<file path="config.mk">
export PLATFORM = sky130hd
export DESIGN_NAME = fms_sequencer
export DESIGN_NICKNAME = d
export VERILOG_FILES = /design/src/shared/fms_pkg.sv /design/src/design/fms_sequencer.sv
export VERILOG_INCLUDE_DIRS = /design/src /design/src/shared
export SDC_FILE = /design/constraint.sdc
export NUM_CORES = 1
export LEC_CHECK = 0
export BUFFER_PORTS_ARGS = -buffer_cell sky130_fd_sc_hd__buf_2
export CAP_MARGIN = 20
export CORE_MARGIN = 5
export CORE_UTILIZATION = 45
export DETAILED_ROUTE_END_ITERATION = 12
export HOLD_SLACK_MARGIN = 0.03
export PLACE_DENSITY = 0.62
export RECOVER_POWER = 25
export SLEW_MARGIN = 20
export SYNTH_ARGS = -nofsm -noshare
export SYNTH_HDL_FRONTEND = slang
export SYNTH_SLANG_ARGS = --single-unit
</file>
<file path="constraint.sdc">
create_clock -name core_clk -period 6.35 [get_ports core_clk]
set_input_delay 0.635 -clock core_clk [delete_from_list [all_inputs] [get_ports core_clk]]
set_output_delay 0.635 -clock core_clk [all_outputs]
set_load 0.1 [all_outputs]
</file>
<file path="src/shared/fms_defs.svh">
// constants for the flash to mirror array playback sequencer
`ifndef FMS_DEFS_SVH
`define FMS_DEFS_SVH
`define FMS_RD_OPCODE    8'h0C
`define FMS_CMD_BYTES    5
`define FMS_DUMMY_BYTES  8
`define FMS_HDR_ADDR     32'h0000_0000
`define FMS_VID_STRIDE   32'h0100_0000
`define FMS_ARR_W        608
`define FMS_ARR_H        684
`define FMS_PLANES_DEF   20
`define FMS_FRAMES_DEF   500
`define FMS_CLK_HZ       25000000
`define FMS_FRAME_HZ     25
`define FMS_FRAME_CYC    (`FMS_CLK_HZ / `FMS_FRAME_HZ)
`define FMS_SHOW_US      1000
`define FMS_SHOW_CYC     ((`FMS_SHOW_US * (`FMS_CLK_HZ / 1000000)))
`define FMS_PARK_CYC     16
`define FMS_AUTOPLAY_BIT 0
`define FMS_PWM_RST      8'h80
`endif

</file>
<file path="src/shared/fms_pkg.sv">
// types for the flash to mirror array playback sequencer
package fms_pkg;
   typedef enum logic [1:0] {OP_PLAY, OP_VIDEO, OP_TEMP, OP_CURRENT} fms_op_t;
   typedef struct packed {
      logic       valid;
      fms_op_t    op;
      logic [1:0] color;
      logic [7:0] arg;
   } fms_cmd_t;
   typedef struct packed {
      logic       master_en;
      logic [2:0] color_en;
      logic [2:0] pwm;
      logic [1:0] pwm_sel;
   } fms_illum_t;
   typedef struct packed {
      logic       cs_b;
      logic       sck;
      logic [7:0] dq_out;
      logic       dq_oe;
   } fms_flash_t;
   typedef enum {ST_BOOT, ST_CMD, ST_HDR, ST_IDLE, ST_WAITF, ST_LOAD, ST_SHOW,
                 ST_PARK, ST_OFF} fms_state_t;
endpackage

</file>
<file path="src/design/fms_sequencer.sv">
// flash to mirror array playback sequencer with illumination control
`timescale 1ns/1ps
`include "fms_defs.svh"

// Overview of operation
// - after reset, fetch header without a host, then fetch content and load array if autoplay is set
// - on supply loss, run array park sequence immediately, no command needed
// - autoplay bit in flash header decides whether playback starts
// - each loaded plane lights its tied color during display
// - one master enable plus one enable per color
// - one pwm per color, two select bits steer active color's pwm
// - host commands: play, select video, read temperature, set current
// - content read over octal flash bus, one byte per clock of flash
// - run-length bytes expanded to native pixel stream before loading
// - every one of 608 by 684 mirrors gets data each plane
// - plane count per frame is read from header, not fixed
// - frame tick at 25 Hz; overrun flagged if loading misses it
module fms_sequencer
   import fms_pkg::*;
#(
   parameter int FRAME_CYC = `FMS_FRAME_CYC,
   parameter int SHOW_CYC  = `FMS_SHOW_CYC,
   parameter int FRAMES    = `FMS_FRAMES_DEF,
   parameter int ARR_W     = `FMS_ARR_W,
   parameter int ARR_H     = `FMS_ARR_H
) (
   // clock and reset
   input  wire logic       core_clk,
   input  wire logic       rst_b,
   input  wire logic       clk_en,
   // flash
   output fms_flash_t      flash_o,
   input  wire logic [7:0] flash_dq_in,
   // mirror array
   output logic            arr_data,
   output logic            arr_valid,
   input  wire logic       arr_ready,
   output logic            arr_plane_first,
   output logic            arr_park,
   // host commands
   input  fms_cmd_t        cmd_i,
   input  wire logic [7:0] temp_in,
   output logic [7:0]      rsp_data,
   output logic            rsp_valid,
   // power and illumination
   input  wire logic       pwr_loss,
   output fms_illum_t      illum_o,
   output logic            overrun
);
   localparam int PIX = ARR_W * ARR_H;
   localparam int HDR_LAST = `FMS_CMD_BYTES + `FMS_DUMMY_BYTES + 1;

   fms_state_t  st_r;
   logic        ph_r, step, bus_go, byte_vld_r, take, consume;
   logic [4:0]  bcnt_r;
   logic [31:0] addr_r, base_r;
   logic [7:0]  cfg_r, planes_r, plane_r;
   logic [1:0]  color_r;
   logic        run_val_r;
   logic [7:0]  run_left_r, byte_r;
   logic [19:0] pix_r;
   logic [31:0] tmr_r, show_r, frame_idx_r;
   logic        tick, in_hdr_r;
   logic [7:0]  duty_r [3];
   logic [7:0]  pwm_cnt_r;
   wire  [2:0]  pwm_nxt, lit_nxt;

   // ----------------------------------------------------------------
   // flash bus sequencing
   // ----------------------------------------------------------------
   assign bus_go = (st_r == ST_CMD) || (st_r == ST_HDR)
                   || ((st_r == ST_LOAD) && !byte_vld_r);
   assign step   = clk_en && ph_r;
   assign take   = step && (st_r == ST_LOAD) && !byte_vld_r;
   assign consume = (st_r == ST_LOAD) && byte_vld_r && (run_left_r == 8'h00);

   always_ff @(posedge core_clk) begin
      if (!rst_b) begin
         ph_r <= 1'b0;
      end else if (clk_en) begin
         ph_r <= bus_go ? !ph_r : 1'b0;
      end
   end

   always_ff @(posedge core_clk) begin
      if (!rst_b) begin
         flash_o <= '{cs_b: 1'b1, sck: 1'b0, dq_out: 8'h00, dq_oe: 1'b0};
      end else if (clk_en) begin
         flash_o.cs_b <= !(st_r == ST_CMD || st_r == ST_HDR || st_r == ST_LOAD);
         flash_o.sck  <= bus_go && !ph_r;
         flash_o.dq_oe <= (st_r == ST_CMD) && (bcnt_r < 5'(`FMS_CMD_BYTES));
         case (bcnt_r)
            5'd0:    flash_o.dq_out <= `FMS_RD_OPCODE;
            5'd1:    flash_o.dq_out <= addr_r[31:24];
            5'd2:    flash_o.dq_out <= addr_r[23:16];
            5'd3:    flash_o.dq_out <= addr_r[15:8];
            5'd4:    flash_o.dq_out <= addr_r[7:0];
            default: flash_o.dq_out <= 8'h00;
         endcase
      end
   end

   // ----------------------------------------------------------------
   // frame timer
   // ----------------------------------------------------------------
   assign tick = (tmr_r == 32'(FRAME_CYC - 1));
   always_ff @(posedge core_clk) begin
      if (!rst_b) begin
         tmr_r <= 32'h0000_0000;
      end else if (clk_en) begin
         tmr_r <= tick ? 32'h0000_0000 : tmr_r + 32'h0000_0001;
      end
   end

   // ----------------------------------------------------------------
   // main sequence
   // ----------------------------------------------------------------
   always_ff @(posedge core_clk) begin
      if (!rst_b) begin
         st_r <= ST_BOOT;
         bcnt_r <= 5'd0;
         addr_r <= `FMS_HDR_ADDR;
         base_r <= `FMS_VID_STRIDE;
         in_hdr_r <= 1'b1;
         cfg_r <= 8'h00;
         planes_r <= 8'(`FMS_PLANES_DEF);
         plane_r <= 8'h00;
         color_r <= 2'd0;
         byte_vld_r <= 1'b0;
         byte_r <= 8'h00;
         run_left_r <= 8'h00;
         run_val_r <= 1'b0;
         pix_r <= 20'h0_0000;
         show_r <= 32'h0000_0000;
         frame_idx_r <= 32'h0000_0000;
         overrun <= 1'b0;
      end else if (clk_en) begin
         if (pwr_loss && st_r != ST_PARK && st_r != ST_OFF) begin
            st_r <= ST_PARK;
            show_r <= 32'h0000_0000;
         end else begin
            case (st_r)
               ST_BOOT: begin
                  st_r <= ST_CMD;
                  bcnt_r <= 5'd0;
               end
               ST_CMD: if (step) begin
                  bcnt_r <= bcnt_r + 5'd1;
                  if (bcnt_r == 5'(`FMS_CMD_BYTES + `FMS_DUMMY_BYTES - 1)) begin
                     st_r <= in_hdr_r ? ST_HDR : ST_LOAD;
                  end
               end
               ST_HDR: if (step) begin
                  bcnt_r <= bcnt_r + 5'd1;
                  if (bcnt_r == 5'(HDR_LAST - 1)) begin
                     cfg_r <= flash_dq_in;
                  end else begin
                     planes_r <= (flash_dq_in == 8'h00) ? 8'h01 : flash_dq_in;
                     in_hdr_r <= 1'b0;
                     addr_r <= base_r;
                     st_r <= cfg_r[`FMS_AUTOPLAY_BIT] ? ST_WAITF : ST_IDLE;
                  end
               end
               ST_IDLE: begin
                  if (cmd_i.valid && cmd_i.op == OP_PLAY) begin
                     st_r <= ST_WAITF;
                  end
               end
               ST_WAITF: begin
                  if (cmd_i.valid && cmd_i.op == OP_VIDEO) begin
                     base_r <= 32'(cmd_i.arg + 9'd1) * `FMS_VID_STRIDE;
                     addr_r <= 32'(cmd_i.arg + 9'd1) * `FMS_VID_STRIDE;
                     frame_idx_r <= 32'h0000_0000;
                  end else if (tick) begin
                     st_r <= ST_CMD;
                     bcnt_r <= 5'd0;
                     plane_r <= 8'h00;
                     color_r <= 2'd0;
                  end
               end
               ST_LOAD: begin
                  if (tick) begin
                     overrun <= 1'b1;
                  end
                  if (take) begin
                     byte_r <= flash_dq_in;
                     byte_vld_r <= 1'b1;
                  end
                  if (consume) begin
                     run_val_r <= byte_r[7];
                     run_left_r <= {1'b0, byte_r[6:0]} + 8'd1;
                     byte_vld_r <= 1'b0;
                     addr_r <= addr_r + 32'h0000_0001;
                  end
                  if (arr_valid && arr_ready) begin
                     run_left_r <= run_left_r - 8'd1;
                     if (pix_r == 20'(PIX - 1)) begin
                        pix_r <= 20'h0_0000;
                        run_left_r <= 8'h00;
                        byte_vld_r <= 1'b0;
                        show_r <= 32'h0000_0000;
                        st_r <= ST_SHOW;
                     end else begin
                        pix_r <= pix_r + 20'h0_0001;
                     end
                  end
               end
               ST_SHOW: begin
                  show_r <= show_r + 32'h0000_0001;
                  if (show_r == 32'(SHOW_CYC - 1)) begin
                     color_r <= (color_r == 2'd2) ? 2'd0 : color_r + 2'd1;
                     bcnt_r <= 5'd0;
                     if (plane_r == planes_r - 8'h01) begin
                        st_r <= ST_WAITF;
                        frame_idx_r <= frame_idx_r + 32'h0000_0001;
                        if (frame_idx_r == 32'(FRAMES - 1)) begin
                           frame_idx_r <= 32'h0000_0000;
                           addr_r <= base_r;
                        end
                     end else begin
                        plane_r <= plane_r + 8'h01;
                        st_r <= ST_CMD;
                     end
                  end
               end
               ST_PARK: begin
                  show_r <= show_r + 32'h0000_0001;
                  if (show_r == 32'(`FMS_PARK_CYC - 1)) begin
                     st_r <= ST_OFF;
                  end
               end
               ST_OFF: st_r <= ST_OFF;
               default: st_r <= ST_BOOT;
            endcase
         end
      end
   end

   // ----------------------------------------------------------------
   // array pixel stream
   // ----------------------------------------------------------------
   assign arr_valid       = (st_r == ST_LOAD) && (run_left_r != 8'h00);
   assign arr_data        = run_val_r;
   assign arr_plane_first = arr_valid && (pix_r == 20'h0_0000);
   assign arr_park        = (st_r == ST_PARK);

   // ----------------------------------------------------------------
   // host replies and led current
   // ----------------------------------------------------------------
   always_ff @(posedge core_clk) begin
      if (!rst_b) begin
         rsp_data <= 8'h00;
         rsp_valid <= 1'b0;
      end else if (clk_en) begin
         rsp_valid <= cmd_i.valid && cmd_i.op == OP_TEMP;
         if (cmd_i.valid && cmd_i.op == OP_TEMP) begin
            rsp_data <= temp_in;
         end
      end
   end

   always_ff @(posedge core_clk) begin
      if (!rst_b) begin
         pwm_cnt_r <= 8'h00;
      end else if (clk_en) begin
         pwm_cnt_r <= pwm_cnt_r + 8'h01;
      end
   end

   // one duty register and one pwm pin per color
   for (genvar c = 0; c < 3; c++) begin : g_pwm
      always_ff @(posedge core_clk) begin
         if (!rst_b) begin
            duty_r[c] <= `FMS_PWM_RST;
         end else if (clk_en && cmd_i.valid && cmd_i.op == OP_CURRENT
                      && cmd_i.color == 2'(c)) begin
            duty_r[c] <= cmd_i.arg;
         end
      end
      assign pwm_nxt[c] = pwm_cnt_r < duty_r[c];
      assign lit_nxt[c] = (st_r == ST_SHOW) && !pwr_loss && (color_r == 2'(c));
   end

   // all illumination pins leave one register so they switch together
   always_ff @(posedge core_clk) begin
      if (!rst_b) begin
         illum_o <= '0;
      end else if (clk_en) begin
         illum_o.pwm <= pwm_nxt;
         illum_o.color_en <= lit_nxt;
         illum_o.master_en <= !pwr_loss && st_r inside {ST_WAITF, ST_CMD, ST_LOAD, ST_SHOW};
         illum_o.pwm_sel <= color_r;
      end
   end
endmodule

</file>
==> summary.txt <==
Outcome
  • Status: finished with violations
  • Failing checks: max-capacitance violations, max-slew violations

Placed design
  • IO buf count: 67
  • Hpwl dp: 25,300 um
  • Inst Count DP: 2,113
  • Placed Area: 14,800 um2
  • GP Congestion: 0.890
  • Place WS: 2420 ps

Timing
  • Endpoints failing hold: 0
  • Hold Slack: 313 ps
  • Layout Skew: 13.2 ps
  • Worst Tran Pin Value: 2110 ps
  • Period minus WS final: 4850 ps
  • Fin Setup TNS: 0 ps
  • FMAX: 0.206 GHz
  • Final Max Slew Viols: 204
  • RSZ-0062 raised after global routing: no
  • Final setup fails: 0
  • Final worst path period share: 76.5%
  • Worst Setup Slack, final: 1500 ps
  • Slew headroom: -40.9%

Detailed routing
  • Routed Antenna Nets: 0
  • Vias: 13,100
  • Final wirelength: 37,200 um
  • Vias per cell: 6.01
  • Post-detailed-route wirelength per cell: 17.1 um
  • 1st-iter DRT viols: 989
  • Pre-antenna DRT Iters: 5
  • # DRC: 0

Synth
  • Count leader, synth: dfxtp_1
  • Mapped Cells: 1,736
  • Yosys reg bits: 265
  • Fraction of registers with async set/reset: 0%
  • Area leader, netlist: dfxtp_1
  • Syn_area_per_cell: 8.21 um2
  • Post-synth cell types: 80
  • Post-Syn Nets: 1,808
  • Commonest cells in the synthesized netlist: dfxtp_1, nor2_1, nand2_1, a21oi_1, clkbuf_1
  • Share of the synthesized area in the top cell type: 33.8%
  • Mapped cell area: 14,300 um2
  • Area contributors post-synth: dfxtp_1, edfxtp_1, nor2_1, a21oi_1, nand2_1
  • Main synth FF type: dfxtp_1
  • Seq/Total Area, Yosys: 38.9%
  • EDFF count, synth: 24
  • Synth warnings: 0

Power
  • Sw power: 0.000943 W
  • Clk pwr share: 48.6%
  • Logic gate share of total power: 7.1%
  • Switching share of power: 24.1%
  • Internal: 0.00298 W
  • Flop pwr share: 44.3%
  • Worst VDD drop: 0.214 mV
  • Leakage: 5.56 nW
  • Pwr/cell area: 246 nW/um2

Critical path
  • Worst endpoint required time: 6850 ps
  • Crit Path Max Fanout: 73
  • Slowest-stage cell, CP: clkinvlp_2
  • CP delay by family, top: buffers and inverters
  • Worst setup SP type: primary input
  • Critical Path AT: 5350 ps
  • CP endpoint kind: flop
  • Buf/Inv on CP: 3
  • R2R Setup Slk: 2660 ps
  • CP peak stage delay: 1730 ps
  • Crit path kind: in -> reg
  • Crit-path cells: clkbuf_1 -> clkinvlp_2 -> clkbuf_2 -> a31oi_1 -> o211ai_1 -> nand2_1

Clocking
  • Total CTS buffers: 31
  • Bufs on Longest Clock Path: 3
  • Postcts setup bufs: 0
  • CTS root buf: clkbuf_16
  • TritonCTS clock tree: done
  • Post-cts resize count: 0
  • H-tree lvl count: 1
  • CTS sink count: 265
  • Clock slew at the register clock pins of the worst setup and hold paths: 60 ps
  • Post-CTS Hold Buffers: 0
  • Worst-skew pair later-pin latency: 560 ps

Die
  • Die Span X: 188 um
  • Starting Density: 45.4%
  • Die area: 35,300 um2
  • # rows: 65
  • Core Area: 31,400 um2
  • Die Ht: 188 um
  • Io pins: 68

GRT
  • M3 GR Usage: 2.98%
  • Grt total ovfl: 0
  • Number of global-route vias before repair: 12,200
  • Largest net degree at the start of global routing: 74
  • GRT Total Usage: 20.0%
  • Layer with the highest usage: met2
  • Initial antenna violation count: 0
  • Met1 GRT Util: 27.7%
  • Met2 usage: 32.4%
  • Global-route wire length before repair: 61,100 um

Hold path
  • HP Class: in -> reg

Layout
  • P&R area growth vs syn: 11.6%
  • Total of fill cells in the finished design: 3,082
  • Final Instance Area: 15,900 um2
  • Layout net count: 1,819
  • Share of layout cells above drive strength 1: 7.40%
  • Fin cells: 2,172
  • Number of diodes: 0

Run
  • Max cap viols: 4
## cell type report
cell class / instances / area, um2 / share of cell area, %
well taps: 402 / 503 / 3.16
flip-flops and latches: 265 / 5550 / 34.8
repair buffers: 80 / 412 / 2.59
inverters: 55 / 208 / 1.31
clock inverters: 13 / 203 / 1.27
multi-input cells: 1314 / 8140 / 51.2
clock buffers: 43 / 902 / 5.67
## metrics by stage
stage          utilization, %  power, W
6_report                 50.7   0.00392
4_1_cts                  50.7   0.00397
3_5_place_dp             47.2   0.00205
3_3_place_gp             47.2   0.00205
2_1_floorplan               -   0.00197
5_1_grt                  50.7   0.00407
## layout by cell type (no fill, tap or decap), drive strengths merged, types with 8 or more instances in the layout
cell type / instances
dfxtp: 241
nor2: 184
nand2: 158
a21oi: 122
clkbuf: 77
o21ai: 76
nand3: 67
nand4: 59
inv: 56
xor2: 48
buf: 46
or3: 43
nor3: 43
ha: 38
nor4: 38
xnor2: 37
o31ai: 36
and2: 36
and3: 32
or4: 28
mux2i: 26
edfxtp: 24
and4: 22
a211oi: 19
o2111ai: 18
a22oi: 16
nand4b: 15
a31oi: 14
o211ai: 13
o21a: 12
nand2b: 11
a21o: 10
o22ai: 10
nor4b: 8
## power by group through the flow
stage               Sequential [W]  Combinational (W)  Clock, W
floorplan                  0.00179           0.000178         0
global placement           0.00177           0.000275         0
detailed placement         0.00177           0.000278         0
CTS                        0.00174           0.000279   0.00195
global route               0.00174           0.000306   0.00202
finish                     0.00174           0.000280   0.00190
## flip-flops by register name, indices dropped and copies added, names as in the netlist, 9 cells and up
register and flops:
duty_r 24, tmr_r 32, flash_o 10, pix_r 20, show_r 32, illum_o 9
addr_r 32, frame_idx_r 32
## kinds of logic (layout without fill, tap and decap cells)
kind of cell,Yosys count,count (layout),share of synthesized area [%]
simple gates,777,777,28.9
mux,27,27,1.90
compound gates,387,387,17.5
flops,265,265,38.9
xor+xnor,85,85,5.22
buf+inv,157,191,4.30
fa+ha+maj,38,38,3.34
## worst register-to-register path: stages (launching register included)
cell	delay, ps
dfxtp_1	710
nand2b_1	260
or3b_2	670
nor2_2	110
nand3b_4	190
or3_1	660
buf_4	370
or4_1	490
a21oi_1	150
## metal layers
metal	wire, um	vias to the layer above
met3	2010	55
li1	-	6412
met1	17500	6240
met2	17000	353
met4	748	0
met5	0	-
## final timing paths
path	cells after the start	endpoint	startpoint
hold reg to reg	2	rsp_data[3]	rsp_data[3]
setup / recovery	6	plane_r[4]	rst_b
setup reg to reg	8	addr_r[15]	st_r[1]
hold / removal	3	rsp_data[7]	temp_in[7]
(Power assumes the default switching activity.)
